==> src/core/wiper_host_params.svh <==
/*
 Timing constants for the wiper host controller: printed times and derived
 cycle counts at a 100 MHz clock. Assumes inclusion by bare name.
*/
`ifndef WIPER_HOST_PARAMS_SVH
`define WIPER_HOST_PARAMS_SVH

`define CLK_PERIOD_NS          10
`define POS_MAX                5'h1F
`define POS_MIN                5'h00
`define SEL_TO_STEP_NS         50
`define DIR_SETUP_NS           100
`define STEP_LOW_NS            50
`define STEP_HIGH_NS           100
`define STROBE_DESEL_NS        500
`define STEP_LOW_DESEL_NS      50
`define DESEL_HIGH_NS          100
`define STORE_PULSE_NS         100
`define STORE_TIME_MS          10
`define PIN_ACT_DELAY_MS       2
`define POS_LOAD_TIME_US       500

`define SEL_TO_STEP_CYC        ((`SEL_TO_STEP_NS + `CLK_PERIOD_NS - 1) / `CLK_PERIOD_NS)
`define DIR_SETUP_CYC          ((`DIR_SETUP_NS + `CLK_PERIOD_NS - 1) / `CLK_PERIOD_NS)
`define STEP_LOW_CYC           ((`STEP_LOW_NS + `CLK_PERIOD_NS - 1) / `CLK_PERIOD_NS)
`define STEP_HIGH_CYC          ((`STEP_HIGH_NS + `CLK_PERIOD_NS - 1) / `CLK_PERIOD_NS)
`define STROBE_DESEL_CYC       ((`STROBE_DESEL_NS + `CLK_PERIOD_NS - 1) / `CLK_PERIOD_NS)
`define STEP_LOW_DESEL_CYC     ((`STEP_LOW_DESEL_NS + `CLK_PERIOD_NS - 1) / `CLK_PERIOD_NS)
`define DESEL_HIGH_CYC         ((`DESEL_HIGH_NS + `CLK_PERIOD_NS - 1) / `CLK_PERIOD_NS)
`define STORE_PULSE_CYC        ((`STORE_PULSE_NS + `CLK_PERIOD_NS - 1) / `CLK_PERIOD_NS)
`define STORE_TIME_CYC         (`STORE_TIME_MS * 1000000 / `CLK_PERIOD_NS)
`define PIN_ACT_DELAY_CYC      (`PIN_ACT_DELAY_MS * 1000000 / `CLK_PERIOD_NS)

`endif

==> src/core/wiper_host_pkg.sv <==
/*
 Types for the wiper host controller.
 Assumes the params header sits beside it.
*/
package wiper_host_pkg;
	typedef enum {
		ST_POWERUP,
		ST_IDLE,
		ST_SELECT,
		ST_DIR_SETUP,
		ST_STEP_LOW,
		ST_STEP_HIGH,
		ST_END_CHOOSE,
		ST_STROBE_HOLD,
		ST_ABORT_DESEL,
		ST_PULSE_LOW,
		ST_STORE_WAIT,
		ST_DESEL_GAP
	} host_state_e;

	typedef logic [23:0] count_t;
	typedef logic [4:0]  pos_t;
endpackage : wiper_host_pkg

==> src/core/wiper_delay.sv <==
/*
 Loadable down-counter used for every pin timing wait.
 Assumes a synchronous active-high reset on the same clock.
*/
`timescale 1ns/1ps
module wiper_delay
	import wiper_host_pkg::*;
(
	input  wire logic   clk,      // System clock
	input  wire logic   rst,      // Synchronous reset
	input  wire logic   load,     // Start a new wait
	input  wire count_t cycles,   // Wait length in cycles
	output logic        done      // Wait has elapsed
);
	count_t remain;
	count_t next_remain;

	always_comb begin
		next_remain = remain;
		if (load) begin
			next_remain = cycles;
		end else if (remain != 24'h000000) begin
			next_remain = remain - 24'h000001;
		end
	end

	always_ff @(posedge clk) begin
		if (rst) begin
			remain <= 24'h000000;
		end else begin
			remain <= next_remain;
		end
	end

	// Depends on the count only; a term in load would close a loop through the caller
	assign done = (remain == 24'h000000);
endmodule : wiper_delay

==> src/core/wiper_host.sv <==
/*
 Host controller for a 32-position up/down nonvolatile potentiometer. Drives
 select, step strobe and direction pins; tracks the position it has set.
 Assumes a 100 MHz clock and a synchronous reset that coincides with the
 potentiometer's power-up.
*/
// How it works
// - Session opens with select falling, held low
// - Direction settles before each falling step
// - Repeat steps, leave strobe low after last
// - Strobe high before select rise stores
// - Strobe high 500 ns before select rise
`timescale 1ns/1ps
`include "wiper_host_params.svh"
module wiper_host
	import wiper_host_pkg::*;
#(
	parameter int PIN_ACT_CYC = `PIN_ACT_DELAY_CYC,  // Power-up pin wait
	parameter int STORE_CYC   = `STORE_TIME_CYC      // Nonvolatile write wait
)(
	input  wire logic       CLK,          // System clock
	input  wire logic       SYS_RST,      // Synchronous reset, power-up
	input  wire logic       CMD_VALID,    // Command request
	output logic            CMD_READY,    // Command accepted this cycle
	input  wire logic [4:0] CMD_TARGET,   // Target wiper position
	input  wire logic       CMD_STORE,    // Store after move
	input  wire logic       CMD_SAVE_ONLY,// Store current without moving
	input  wire logic [4:0] KNOWN_POS,    // Position read back from storage
	output logic            BUSY,         // Sequence in progress
	output logic [4:0]      POSITION,     // Position the host believes set
	output logic [4:0]      STORED_POS,   // Last position committed
	output logic            SEL_N,        // Select pin, active low
	output logic            STEP_N,       // Step strobe pin, active low
	output logic            DIR_UP        // Direction pin, high is up
);
	host_state_e state;
	host_state_e next_state;
	pos_t   pos, next_pos, target, next_target, stored, next_stored;
	logic   do_store, next_do_store, save_only, next_save_only;
	logic   sel_n, next_sel_n, step_n, next_step_n, dir, next_dir;
	logic   load;
	count_t wait_cyc;
	logic   done;
	logic   first;

	wiper_delay timer (
		.clk    (CLK),
		.rst    (SYS_RST),
		.load   (load),
		.cycles (wait_cyc),
		.done   (done)
	);

	assign CMD_READY = (state == ST_IDLE);

	always_comb begin
		next_state     = state;
		next_pos       = pos;
		next_target    = target;
		next_stored    = stored;
		next_do_store  = do_store;
		next_save_only = save_only;
		next_sel_n     = sel_n;
		next_step_n    = step_n;
		next_dir       = dir;
		load           = 1'b0;
		wait_cyc       = 24'h000000;
		case (state)
			ST_POWERUP: begin
				if (first) begin
					load     = 1'b1;
					wait_cyc = 24'(PIN_ACT_CYC);
				end else if (done) begin
					next_pos    = KNOWN_POS;
					next_stored = KNOWN_POS;
					next_state  = ST_IDLE;
				end
			end
			ST_IDLE: begin
				// Nothing to move or store: a bare select pulse with strobe high would write
				if (CMD_VALID && (CMD_SAVE_ONLY || CMD_STORE || CMD_TARGET != pos)) begin
					next_target    = CMD_TARGET;
					next_do_store  = CMD_STORE;
					next_save_only = CMD_SAVE_ONLY;
					next_sel_n     = 1'b0;
					load           = 1'b1;
					if (CMD_SAVE_ONLY) begin
						wait_cyc   = 24'(`STORE_PULSE_CYC);
						next_state = ST_PULSE_LOW;
					end else begin
						wait_cyc   = 24'(`SEL_TO_STEP_CYC);
						next_state = ST_SELECT;
					end
				end
			end
			ST_SELECT: begin
				if (done) begin
					next_state = ST_END_CHOOSE;
					if (target != pos) begin
						next_dir   = (target > pos);
						load       = 1'b1;
						wait_cyc   = 24'(`DIR_SETUP_CYC);
						next_state = ST_DIR_SETUP;
					end
				end
			end
			ST_DIR_SETUP: begin
				if (done) begin
					next_step_n = 1'b0;
					if (dir && pos != `POS_MAX) begin
						next_pos = pos + 5'h01;
					end else if (!dir && pos != `POS_MIN) begin
						next_pos = pos - 5'h01;
					end
					load       = 1'b1;
					wait_cyc   = 24'(`STEP_LOW_CYC);
					next_state = ST_STEP_LOW;
				end
			end
			ST_STEP_LOW: begin
				if (done) begin
					if (pos == target) begin
						next_state = ST_END_CHOOSE;
					end else begin
						next_step_n = 1'b1;
						load        = 1'b1;
						wait_cyc    = 24'(`STEP_HIGH_CYC);
						next_state  = ST_STEP_HIGH;
					end
				end
			end
			ST_STEP_HIGH: begin
				if (done) begin
					next_step_n = 1'b0;
					if (dir && pos != `POS_MAX) begin
						next_pos = pos + 5'h01;
					end else if (!dir && pos != `POS_MIN) begin
						next_pos = pos - 5'h01;
					end
					load       = 1'b1;
					wait_cyc   = 24'(`STEP_LOW_CYC);
					next_state = ST_STEP_LOW;
				end
			end
			ST_END_CHOOSE: begin
				load = 1'b1;
				if (do_store) begin
					next_step_n = 1'b1;
					wait_cyc    = 24'(`STROBE_DESEL_CYC);
					next_state  = ST_STROBE_HOLD;
				end else begin
					next_sel_n = 1'b1;
					wait_cyc   = 24'(`STEP_LOW_DESEL_CYC);
					next_state = ST_ABORT_DESEL;
				end
			end
			ST_STROBE_HOLD: begin
				if (done) begin
					next_sel_n  = 1'b1;
					next_stored = pos;
					load        = 1'b1;
					wait_cyc    = 24'(STORE_CYC);
					next_state  = ST_STORE_WAIT;
				end
			end
			ST_ABORT_DESEL: begin
				// Strobe rises only after select is high, so nothing is stored
				if (done) begin
					next_step_n = 1'b1;
					load        = 1'b1;
					// Long gap so a following select pulse sees the strobe settled high
					wait_cyc    = 24'(`STROBE_DESEL_CYC);
					next_state  = ST_DESEL_GAP;
				end
			end
			ST_PULSE_LOW: begin
				if (done) begin
					next_sel_n  = 1'b1;
					next_stored = pos;
					load        = 1'b1;
					wait_cyc    = 24'(STORE_CYC);
					next_state  = ST_STORE_WAIT;
				end
			end
			ST_STORE_WAIT: begin
				if (done) begin
					next_state = ST_IDLE;
				end
			end
			ST_DESEL_GAP: begin
				if (done) begin
					next_state = ST_IDLE;
				end
			end
			default: begin
				next_state = ST_IDLE;
			end
		endcase
	end

	always_ff @(posedge CLK) begin
		if (SYS_RST) begin
			state     <= ST_POWERUP;
			pos       <= 5'h00;
			target    <= 5'h00;
			stored    <= 5'h00;
			do_store  <= 1'b0;
			save_only <= 1'b0;
			sel_n     <= 1'b1;
			step_n    <= 1'b1;
			dir       <= 1'b0;
		end else begin
			state     <= next_state;
			pos       <= next_pos;
			target    <= next_target;
			stored    <= next_stored;
			do_store  <= next_do_store;
			save_only <= next_save_only;
			sel_n     <= next_sel_n;
			step_n    <= next_step_n;
			dir       <= next_dir;
		end
	end

	// Power-up wait must be loaded once at the first cycle after reset
	always_ff @(posedge CLK) begin
		first <= SYS_RST;
	end

	// Strobe-high run length, saturating, for the store hold check
	logic [5:0] high_run;
	logic [5:0] next_high_run;
	always_comb begin
		next_high_run = step_n ? high_run + 6'(high_run != 6'h3F) : 6'h00;
	end
	always_ff @(posedge CLK) begin
		high_run <= SYS_RST ? 6'h00 : next_high_run;
	end

	assign BUSY       = (state != ST_IDLE);
	assign POSITION   = pos;
	assign STORED_POS = stored; // value trusted only while storage healthy
	assign SEL_N      = sel_n;
	assign STEP_N     = step_n;
	assign DIR_UP     = dir;

	step_only_low_a: assert property (@(posedge CLK) disable iff (SYS_RST)
		$fell(step_n) |-> !sel_n)
		else $error("step fell with select high");
	dir_stable_a: assert property (@(posedge CLK) disable iff (SYS_RST)
		$fell(step_n) |-> $stable(dir) && $past(dir, 10) == dir)
		else $error("direction moved at step edge");
	sat_top_a: assert property (@(posedge CLK) disable iff (SYS_RST)
		($past(pos) == 5'h1F && $past(dir)) |-> pos == 5'h1F)
		else $error("position wrapped");
	pos_step_a: assert property (@(posedge CLK) disable iff (SYS_RST)
		($fell(step_n) && dir && $past(pos) != 5'h1F) |-> pos == $past(pos) + 5'h01)
		else $error("increment missing");
	abort_order_a: assert property (@(posedge CLK) disable iff (SYS_RST)
		(state == ST_ABORT_DESEL) |-> sel_n && !step_n)
		else $error("abort order wrong");
	store_order_a: assert property (@(posedge CLK) disable iff (SYS_RST)
		$rose(sel_n) |-> step_n == (state == ST_STORE_WAIT))
		else $error("store without strobe high");
	hold_time_a: assert property (@(posedge CLK) disable iff (SYS_RST)
		$rose(sel_n) && step_n |-> high_run >= 6'(`STROBE_DESEL_CYC))
		else $error("strobe high too short");
	quiet_store_a: assert property (@(posedge CLK) disable iff (SYS_RST)
		state == ST_STORE_WAIT |-> sel_n && step_n)
		else $error("pins moved during store");
	powerup_quiet_a: assert property (@(posedge CLK) disable iff (SYS_RST)
		state == ST_POWERUP |-> sel_n && step_n)
		else $error("pins moved before power-up");
	pulse_hold_a: assert property (@(posedge CLK) disable iff (SYS_RST)
		state == ST_PULSE_LOW |-> save_only && step_n && !sel_n && pos == $past(pos))
		else $error("save pulse moved strobe or wiper");
endmodule : wiper_host

==> config.mk <==
export PLATFORM = sky130hd
export DESIGN_NAME = wiper_host
export DESIGN_NICKNAME = d
export VERILOG_FILES = /design/src/core/wiper_host_pkg.sv /design/src/core/wiper_delay.sv /design/src/core/wiper_host.sv
export VERILOG_INCLUDE_DIRS = /design/src /design/src/core
export SDC_FILE = /design/constraint.sdc
export NUM_CORES = 1
export LEC_CHECK = 0
export BUFFER_PORTS_ARGS = -buffer_cell sky130_fd_sc_hd__buf_2
export CAP_MARGIN = 20
export CORE_ASPECT_RATIO = 1.5
export CORE_UTILIZATION = 40
export CTS_BUF_LIST = sky130_fd_sc_hd__clkbuf_4
export DETAILED_ROUTE_END_ITERATION = 7
export HOLD_SLACK_MARGIN = 0.03
export PLACE_DENSITY = 0.68
export RECOVER_POWER = 25
export SLEW_MARGIN = 10
export SYNTH_ARGS = -nofsm -noshare
export SYNTH_HDL_FRONTEND = slang
export SYNTH_SLANG_ARGS = --single-unit
==> constraint.sdc <==
create_clock -name CLK -period 4.8 [get_ports CLK]
set_input_delay 0.72 -clock CLK [delete_from_list [all_inputs] [get_ports CLK]]
set_output_delay 0.72 -clock CLK [all_outputs]
set_load 0.05 [all_outputs]
-- After elaboration in Yosys (flattened, before gate mapping)
Index checks and enable logic that the tools add are counted.
- output and inout bits: 15
- register bits: 76
- word-level logic and storage cells: 121
- input port bits: 15
- $lt $le $gt $ge: 1
- equality and inequality tests: 29
- add/subtract/negate cells: 3
- reduce and logical (&&, ||, !) cells: 26
- muxes and demuxes: 52
- operators with widths (operator ; count):
    $pmux W32 S9 ; 1
    $mux W32 ; 8
    $pmux W20 S8 ; 1
    $eq A32 B3 Y1 const B ; 4
    $eq A32 B4 Y1 const B ; 4
    $eq A32 B2 Y1 const B ; 3
    $mux W24 ; 2
    $eq A32 B1 Y1 const B ; 1
    $logic_not A32 Y1 ; 1
    $mux W4 ; 8
    $ne A32 B2 Y1 const B ; 1
    $mux W5 ; 6
    $logic_not A24 Y1 ; 1
    $reduce_bool A24 Y1 ; 1
    $sub A24 B1 Y24 const B ; 1
    $mux W20 ; 1
    $pmux W5 S2 ; 2
    $mux W18 ; 1
    $ne A2 B2 Y1 const B ; 9
    $mux W1 ; 14
    $mux W6 ; 2
    $ne A5 B5 Y1 ; 2
    $reduce_and A4 Y1 ; 2
    $reduce_and A7 Y1 ; 1
    other kinds (25) ; 34

-- Longest topological paths before layout
Gate-level depths: netlist of the first run.
- word-level depth: 6
- mapped depth: 10
- mapped depth without buffers: 10

-- Hierarchy
A second synthesis of the first run with hierarchy kept.
- cell total of the unflattened synthesis: 387
- area total of the unflattened synthesis: 3123.0 um^2
- by module, submodules not included (module ; cells each ; times used ; area an instance (um^2) ; sequential area each (um^2)):
    wiper_host ; 226 ; 1 ; 1813.0 ; 480.5
    wiper_delay ; 161 ; 1 ; 1310.0 ; 480.5

-- Worst setup path before layout of the first run
OpenSTA, ideal clock, no wires.
- path type: register to register
- start: reg pos[0] (netlist: POSITION[0])
- end: reg pos[4] (netlist: POSITION[4])
- setup slack: 2.145 ns
- buffers on the path: 0
- setup time: 0.134 ns
- cell stages (with the launch flop): 11
- data arrival time: 2.521 ns
- clock period less this slack: 2.655 ns
- cells stage by stage: dfxtp_1 > nand3_1 > o21ai_0 > inv_1 > fa_1 > nand2b_1 > a21oi_1 > xnor2_1 > xnor2_1 > a211oi_1 > a211oi_1
- longest elaborated chain between the ends: 5
- elaborated cells on any way between the ends: 12
- classes of those cells: add/sub: 2; eq/ne: 2; mux: 4; reduce/logical: 4
- RTL lines (item ; line ; RTL):
    start, declared ; wiper_host.sv:38 ; pos_t pos, next_pos, target, next_target, stored, next_stored;
    start signal, assigned ; wiper_host.sv:214 ; pos <= next_pos;
    $sub A5 B1 Y5 / $ne A5 B5 Y1 (equally long branches) ; - ;
    $mux W5 / $logic_and A1 B1 Y1 (equally long branches) ; - ;
    $mux W5 ; wiper_host.sv:135 ; if (dir && pos != `POS_MAX) begin
    $mux W5 ; wiper_host.sv:108 ; if (done) begin
    $pmux W5 S2 ; wiper_host.sv:68 ; case (state)
Several ways; a longest one is shown, not always the timed one. The select of a mux whose other input is x is not followed.
A chain may end at the register's enable or synchronous reset.

-- Worst setup path in the final report of the first run
- start: reg timer.remain[8]
- end: reg state[3]
- longest elaborated chain between the ends: 4
- elaborated cells on any way between the ends: 10
- classes of those cells: eq/ne: 5; mux: 3; reduce/logical: 2
- RTL lines (item ; line ; RTL):
    start, declared ; wiper_delay.sv:15 ; count_t remain;
    start signal, assigned ; wiper_delay.sv:31 ; remain <= next_remain;
    $logic_not A24 Y1 * ; wiper_delay.sv:36 ; assign done = (remain == 24'h000000);
    $mux W32 (2 in series) ; - ;
    $pmux W32 S9 ; - ;
    end signal, assigned ; wiper_host.sv:213 ; state <= next_state;
    end, declared ; wiper_host.sv:36 ; host_state_e state;
Mark *: on every way between the ends. The rest lies on a longest branch, timed or not. The select of a mux whose other input is x is not followed.

==> flow_metrics.tcl, run 1 <==
set metrics [dict create \
    drt_iter0_markers 132 \
    ys.warnings.count 0 \
    clk_path_buf_depth 2 \
    drive_above_1_share 0.0975 \
    finalWirelength_um 7630 \
    core_area_um2 7270 \
    via_per_inst 5.69 \
    grt_max_degree 41 \
    max-slew-margin-rel -0.184 \
    vdd_drop_max_uv 239 \
    powerDensity_nw_per_um2 455 \
    root_buffer "clkbuf_4" \
    firstDrtPassIters 5 \
    setup.worst_path.end "state[3]" \
    tritoncts "done" \
    insertion_delay_ns 0.38 \
    synth-edff-count 0 \
    hold_violations 0 \
    synth_seq_area_share 0.319 \
    io_pins 30 \
    cp_data_required_time_ns 5.13 \
    worst_pin_slew_ns 1.78 \
    syn_inst 379 \
    synth_ff_type "dfxtp_1" \
    cap_violations 1 \
    hp-class "reg -> reg" \
    synth_area_leader_cell "dfxtp_1" \
    start_util 0.414 \
    gp_congestion 0.926 \
    final_area_um2 3250 \
    antenna_cells 0 \
    r2r_start "timer.remain[8]" \
    synth_commonest_cells "48 x dfxtp_1, 41 x nor2_1, 35 x nand2_1, 33 x a21oi_1, 24 x nor3_1" \
    synthArstFlopShare 0 \
    grt_pass1_wl_um 12600 \
    cts_buffers 5 \
    rrSetupSlack_ns 1.90 \
    fp.dieW_um 72.9 \
    r2r_cells 6 \
    cts_setup_buffers 0 \
    ant_nets 0 \
    endpoint_kind "register" \
    clock_sinks 48 \
    syn_nets 405 \
    die_y_um 108 \
    critical_path_arrival_ns 3.23 \
    row_count 38 \
    min_period_over_period 0.605 \
    finalPower_mw 1.48 \
    syn_area_per_cell_um2 7.95 \
    grt_pass1_vias 2750 \
    synth.distinct_cells 57 \
    ys_top_cells_by_area "dfxtp_1 32%, xor2_1 5.5%, a21oi_1 5.5%" \
    fin_nets 425 \
    cts.reportedPaths.clkPinSlew_ns 0.15 \
    dp_slack_ns 1.98 \
    whs_ns 0.511 \
    numPortBuffers 29 \
    antenna_found_initial 0 \
    grtUsageTotal 0.204 \
    synthDominantCellAreaShare 0.319 \
    min_period_ns 2.90 \
    ctsHoldBuffers 0 \
    rsz0062_at_grt "no" \
    cts_max_level 2 \
    skew_ns 0.0115 \
    placedInstanceArea_um2 3210 \
    syn-cell-area_um2 3010 \
    drv_slew 41 \
    status "finished with violations" \
    die-area_um2 7890 \
    violations "max-capacitance violations, max-slew violations" \
    critPathKind "reg -> reg" \
    grt_overflow 0 \
    cts_resized 0 \
    yosys_register_bits 48 \
    yosysMostFrequentCell "dfxtp_1" \
    leakage_nw 1.21 \
    setup_slack_ns 1.90 \
    wl_per_cell_um 15.3 \
    hpwl_um 5590 \
    crit_fanout 14 \
    finalSetupTns_ns 0 \
    startpoint_type "register" \
    drc 0 \
    cp-startpoint "timer.remain[8]" \
    vias 2844 \
    fmax_ghz 0.344 \
    r2r_end "state[3]" \
    final-setup-viol-count 0 \
    areaGrowthSynthToFinish_pct 7.72 \
]
-- cell families after synthesis --
group / after synthesis / share of synthesized area
AOI/OAI and AO/OA: 94 / 0.213
adders and majority gates: 11 / 0.0482
buffers and inverters: 31 / 0.0453
muxes: 5 / 0.0166
xor gates and xnor gates: 28 / 0.0814
DFF: 48 / 0.319
and+or+nand+nor: 162 / 0.277
-- metrics by stage --
stage               utilization  instances
global placement          0.441        492
CTS                       0.449        500
detailed placement        0.441        492
floorplan                     -        379
finish                    0.446        500
global route              0.446        500
-- registers in the layout, summed over array words and instances, names as in the netlist --
signal        flops
timer.remain     24
POSITION          5
STORED_POS        5
target            5
state             4
DIR_UP            1
SEL_N             1
STEP_N            1
do_store          1
first             1
-- critical path, stage by stage, from the launching register on --
cell and delay [ns]:
dfxtp_1 0.37, or4_4 0.58, or3_4 0.47, nor3_4 0.62, o211ai_1 0.34, nor4_1 0.34
a31o_2 0.15
-- cell type report --
| type | count | area (µm²) |
|---|---|---|
| tap | 100 | 125 |
| clock buffer | 5 | 37.5 |
| fill | 746 | 4030 |
| clock inverter | 3 | 18.8 |
| sequential | 48 | 961 |
| multi-input combinational | 300 | 1920 |
| inverter | 14 | 52.6 |
| timing repair buffer | 30 | 135 |
-- cells in the final DEF (no fill, tap or decap), drive strengths merged, types with 4 or more instances in the layout --
| cell | n |
|---|---|
| ha | 10 |
| or3 | 7 |
| a21oi | 33 |
| clkbuf | 19 |
| nor3 | 25 |
| o21ai | 10 |
| nand2 | 35 |
| xnor2 | 9 |
| and2 | 6 |
| buf | 16 |
| nand3 | 12 |
| nor2b | 4 |
| dfxtp | 48 |
| o211ai | 6 |
| nor4 | 12 |
| inv | 14 |
| or4 | 4 |
| xor2 | 19 |
| a211oi | 14 |
| nand2b | 7 |
| a21o | 4 |
| mux2i | 5 |
| nor2 | 41 |
-- metal layers --
metal  vias up  wire, µm  GRT usage
met5         -         0          0
met1      1335      3040      0.217
met4         0       198      0.101
met3        21       282     0.0336
li1       1411         -          -
met2        77      4100      0.379
-- worst min-delay path by stage --
stage	start	to	slack (ns)	cells after the start
global placement	SEL_N	SEL_N	0.48	2
global route	STORED_POS[1]	STORED_POS[1]	0.54	2
floorplan	target[1]	target[1]	0.46	2
finish	SEL_N	SEL_N	0.51	2
CTS	SEL_N	SEL_N	0.53	2
detailed placement	target[3]	target[3]	0.49	2
-- where the power goes --
group | internal, mW | total, mW | switching [mW]
Sequential | 0.466 | 0.543 | 0.0770
Combinational | 0.272 | 0.742 | 0.470
Clock | 0.0554 | 0.193 | 0.137
Total | 0.793 | 1.48 | 0.685
(Power assumes the default switching activity.)
==> run 2, diff against run 1 <==
Settings changed: PLACE_DENSITY 0.68 to 0.7.
Clock period 4.8 ns to 2.5 ns, I/O delays scaled along.
==> flow_metrics.tcl, run 2 (same netlist as run 1, synthesis figures left out) <==
set metrics [dict create \
    status "completed" \
    largest_register "timer.remain" \
    clk_path_buf_depth 2 \
    min_period_ns 2.44 \
    critical_path_arrival_ns 2.74 \
    endpoint_kind "register" \
    final_area_um2 3570 \
    min_period_over_period 0.976 \
    dpl.cell_count 516 \
    critPathKind "reg -> reg" \
    internal_power_mw 1.99 \
    switching_power_mw 1.40 \
    grt_pass1_wl_um 13900 \
    cp_data_required_time_ns 2.80 \
    leakage_nw 1.39 \
    finalSetupTns_ns 0 \
    tritoncts "done" \
    crit_family "simple AND/OR/NAND/NOR gates" \
    clock_sinks 48 \
    die-area_um2 7890 \
    drc 0 \
    crit_fanout 7 \
    fmax_ghz 0.410 \
    drt_iter0_markers 143 \
    grt_pass1_vias 2980 \
    root_buffer "clkbuf_4" \
    row_count 38 \
    worst_pin_slew_ns 0.599 \
    max-slew-margin-rel 0.602 \
    combPwrFrac 0.501 \
    ctsHoldBuffers 0 \
    antenna_cells 0 \
    antenna_found_initial 0 \
    final_cell_mix "46 x dfxtp_1, 41 x nor2_1, 34 x nand2_1" \
    fin_nets 452 \
    fp.dieW_um 72.9 \
    cpMostUsedCell "or3_4" \
    setup_slack_ns 0.0607 \
    die_y_um 108 \
    powerDensity_nw_per_um2 948 \
    path_cells "or4_4, or3_4, or3_4, o32a_1, a221oi_2" \
    core_area_um2 7270 \
    utilization 0.491 \
    numPortBuffers 29 \
    slowest_delay_ns 0.52 \
    cts_buffers 5 \
    drive_above_1_share 0.183 \
    cts_max_level 2 \
    power_frac_clock 0.201 \
    grt_max_degree 26 \
    areaGrowthSynthToFinish_pct 18.6 \
    critical_path_buf_inv_count 0 \
    fin_cells 527 \
    cts.reportedPaths.clkPinSlew_ns 0.14 \
    seqPwrFrac 0.298 \
    hpwl_um 6210 \
    grtUsageTotal 0.226 \
    hold_violations 0 \
    firstDrtPassIters 4 \
    drv_slew 0 \
    vdd_drop_max_uv 467 \
    gp_congestion 0.942 \
    crit_slowest_cell "or4_4" \
    whs_ns 0.258 \
    rsz0062_at_grt "no" \
    via_per_inst 5.60 \
    cap_violations 0 \
    placedInstanceArea_um2 3410 \
    finalWirelength_um 8300 \
    final_common_cell "dfxtp_1" \
    switching_share 0.413 \
    skew_ns 0.0141 \
    dp_slack_ns 0.0349 \
    start_util 0.414 \
    io_pins 30 \
    finalPower_mw 3.39 \
    wl_per_cell_um 15.8 \
    largest_reg_flops 24 \
    final-setup-viol-count 0 \
    ant_nets 0 \
    startpoint_type "register" \
    insertion_delay_ns 0.37 \
    grt_overflow 0 \
    vias 2950 \
    hp-class "in -> reg" \
]
## run 2: cell count changes in the layout (fill, tap and decap cells not counted), sizes merged
cell      change
bufinv        +3
buf          +28
clkbuf        -1
clkinvlp      -1
inv           -1
clkinv        -1
## run 2: per-layer routing
layer / routed length [µm] / global-route usage / part of all wire / vias up
li1: - / - / - / 1465
met3: 263 / 0.0317 / 0.032 / 21
met4: 243 / 0.0994 / 0.029 / 0
met5: 0 / 0 / 0 / -
met2: 4530 / 0.429 / 0.55 / 68
met1: 3270 / 0.242 / 0.39 / 1396
## run 2: worst register-to-register path, delay by kind of cell, from the launching register on
kind,cells,cell delay (ns)
and+or+nand+nor,3,1.40
AOI/OAI and AO/OA,2,0.61
DFF,1,0.37
## run 2: final timing paths
path                         from              end  slack [ns]  cells after the start
setup / recovery  timer.remain[9]  timer.remain[1]        0.06                      5
hold / removal      CMD_TARGET[0]        target[0]        0.26                      3
setup reg to reg  timer.remain[9]  timer.remain[1]        0.06                      5
hold reg to reg             SEL_N            SEL_N        0.50                      2
## run 2: what timing repair did
item,in CTS,in global routing
setup buffers,0,3
gates resized for setup,0,5
endpoints found under the setup margin,0,8
hold endpoints to repair,0,0
## run 2: final cells by class
| cell class | count | area (µm²) |
|---|---|---|
| fillers | 731 | 3700 |
| multi-input cells | 300 | 1950 |
| clock inverters | 3 | 90.1 |
| well taps | 100 | 125 |
| repair buffers | 57 | 352 |
| flip-flops and latches | 48 | 963 |
| inverters | 14 | 56.3 |
| clock buffers | 5 | 37.5 |
## run 2: power by group through the flow
| stage | Combinational, mW | Clock [mW] | Sequential (mW) |
|---|---|---|---|
| 3_3_place_gp | 1.64 | 0 | 1.02 |
| 6_report | 1.70 | 0.680 | 1.01 |
| 2_1_floorplan | 1.12 | 0 | 1.10 |
| 3_5_place_dp | 1.66 | 0 | 1.02 |
| 4_1_cts | 1.68 | 0.693 | 1.01 |
| 5_1_grt | 1.85 | 0.727 | 1.02 |
==> run 3, diff against run 2 <==
Settings changed: SYNTH_HIERARCHICAL from default to 1.
==> flow_metrics.tcl, run 3 <==
set metrics [dict create \
    utilization 0.496 \
    fin_nets 477 \
    firstDrtPassIters 4 \
    grtUsageTotal 0.221 \
    grt_pass1_wl_um 13800 \
    rrSetupSlack_ns -0.03 \
    synth_commonest_cells "55 x nand2_1, 48 x dfxtp_1, 33 x nor2_1, 23 x o21ai_0, 21 x a21oi_1" \
    skew_ns 0.0149 \
    final_cell_mix "53 x nand2_1, 41 x buf_4, 38 x dfxtp_1" \
    gp_congestion 0.941 \
    critPathKind "reg -> reg" \
    endpoint_kind "register" \
    status "finished with violations" \
    max-slew-margin-rel 0.589 \
    hp-class "in -> reg" \
    ys.warnings.count 6 \
    placedInstanceArea_um2 3600 \
    grt_overflow 0 \
    synth_seq_area_share 0.308 \
    clk_path_buf_depth 2 \
    numPortBuffers 29 \
    r2r_cells 9 \
    cts_buffers 5 \
    start_util 0.410 \
    row_count 39 \
    synthArstFlopShare 0 \
    final-setup-viol-count 2 \
    drt_iter0_markers 127 \
    die_y_um 110 \
    syn-cell-area_um2 3120 \
    largest_reg_flops 24 \
    final_common_cell "nand2_1" \
    clock_sinks 48 \
    synth_area_leader_cell "dfxtp_1" \
    startpoint_type "register" \
    antenna_cells 0 \
    setup_slack_ns -0.0329 \
    vias 3073 \
    cp-startpoint "timer/remain[7]" \
    fp.dieW_um 74.1 \
    fmax_ghz 0.395 \
    areaGrowthSynthToFinish_pct 21.0 \
    yosysMostFrequentCell "nand2_1" \
    drv_slew 0 \
    core_area_um2 7610 \
    vdd_drop_max_uv 376 \
    finalWirelength_um 8450 \
    grt_pass1_vias 3007 \
    hold_violations 0 \
    grt_max_degree 27 \
    syn_area_per_cell_um2 8.07 \
    violations "negative setup slack" \
    synth-edff-count 0 \
    ant_nets 0 \
    min_period_ns 2.53 \
    rsz0062_at_grt "yes" \
    cts.reportedPaths.clkPinSlew_ns 0.15 \
    yosys_register_bits 48 \
    ys_top_cells_by_area "dfxtp_1 31%, nand2_1 6.6%, xor2_1 5.0%" \
    antenna_found_initial 0 \
    synth_ff_type "dfxtp_1" \
    drc 0 \
    syn_inst 387 \
    setup.worst_path.end "state[2]" \
    leakage_nw 1.48 \
    crit_fanout 6 \
    drive_above_1_share 0.251 \
    ctsHoldBuffers 0 \
    root_buffer "clkbuf_4" \
    cap_violations 0 \
    r2r_start "timer/remain[7]" \
    via_per_inst 5.56 \
    largest_register "timer/remain" \
    synth.distinct_cells 72 \
    io_pins 30 \
    synthDominantCellAreaShare 0.308 \
    r2r_end "state[2]" \
    hpwl_um 6340 \
    worst_pin_slew_ns 0.601 \
    cp_data_required_time_ns 2.82 \
    final_area_um2 3780 \
    tritoncts "done" \
    die-area_um2 8170 \
    cts_max_level 2 \
    min_period_over_period 1.01 \
    wl_per_cell_um 15.3 \
    powerDensity_nw_per_um2 1100 \
    insertion_delay_ns 0.38 \
    critical_path_arrival_ns 2.86 \
]
[run 3: cell families after synthesis]
group	synth area share
other	0.00120
buffers and inverters	0.0629
adders and majority gates	0.0465
xor gates and xnor gates	0.0757
and+or+nand+nor	0.256
muxes	0.0256
DFF	0.308
AOI/OAI and AO/OA	0.224
[run 3: area by class of cell]
type	count	area (µm²)
Clock inverter	2	12.5
Fill cell	782	3830
Tap cell	102	128
Sequential cell	48	978
Inverter	15	60.1
Clock buffer	5	37.5
Timing Repair Buffer	73	470
Multi-Input combinational cell	308	2090
[run 3: worst max-delay path, cell delays in order (launching register included)]
cell      delay, ns
dfxtp_2        0.35
or4_4          0.53
and4bb_1       0.31
and3_4         0.23
buf_4          0.14
nor4b_2        0.05
o31ai_2        0.24
o31a_1         0.26
and2_4         0.21
mux2i_1        0.17
[run 3: report_power, final]
part,internal (mW),switching (mW)
logic,1.19,1.44
registers,0.981,0.186
clock network,0.103,0.266
total,2.27,1.90
[run 3: worst min path at each step]
stage / endpoint / slack (ns) / cells after the start / start
finish: POSITION[3] / 0.24 / 3 / KNOWN_POS[3]
global route: POSITION[3] / 0.24 / 3 / KNOWN_POS[3]
CTS: POSITION[3] / 0.23 / 3 / KNOWN_POS[3]
detailed placement: target[0] / 0.49 / 2 / target[0]
global placement: target[2] / 0.48 / 2 / target[2]
floorplan: first / 0.40 / 0 / SYS_RST
[run 3: metrics by stage]
step	worst slack, ns	power (mW)	hold slack [ns]	cells	TNS [ns]
2_1_floorplan	-0.173	2.95	0.403	394	-1.83
3_3_place_gp	-0.0228	3.55	0.481	539	-0.0531
3_5_place_dp	-0.109	3.62	0.487	539	-0.766
4_1_cts	-0.0150	4.01	0.232	548	-0.0160
5_1_grt	-0.0950	4.49	0.245	553	-0.414
6_report	-0.0329	4.17	0.242	553	-0.0523
[run 3: repair_timing]
item	in CTS	in global routing
gates resized for setup	3	21
endpoints found under the setup margin	14	31
setup buffers	2	6
pin swaps	1	3
[run 3: layer usage]
layer  vias up  global-route usage  part of all wire
li1       1505                   -                 -
met2        94               0.405              0.53
met1      1445               0.237              0.39
met4         0               0.125             0.042
met5         -                   0                 0
met3        29              0.0300             0.034
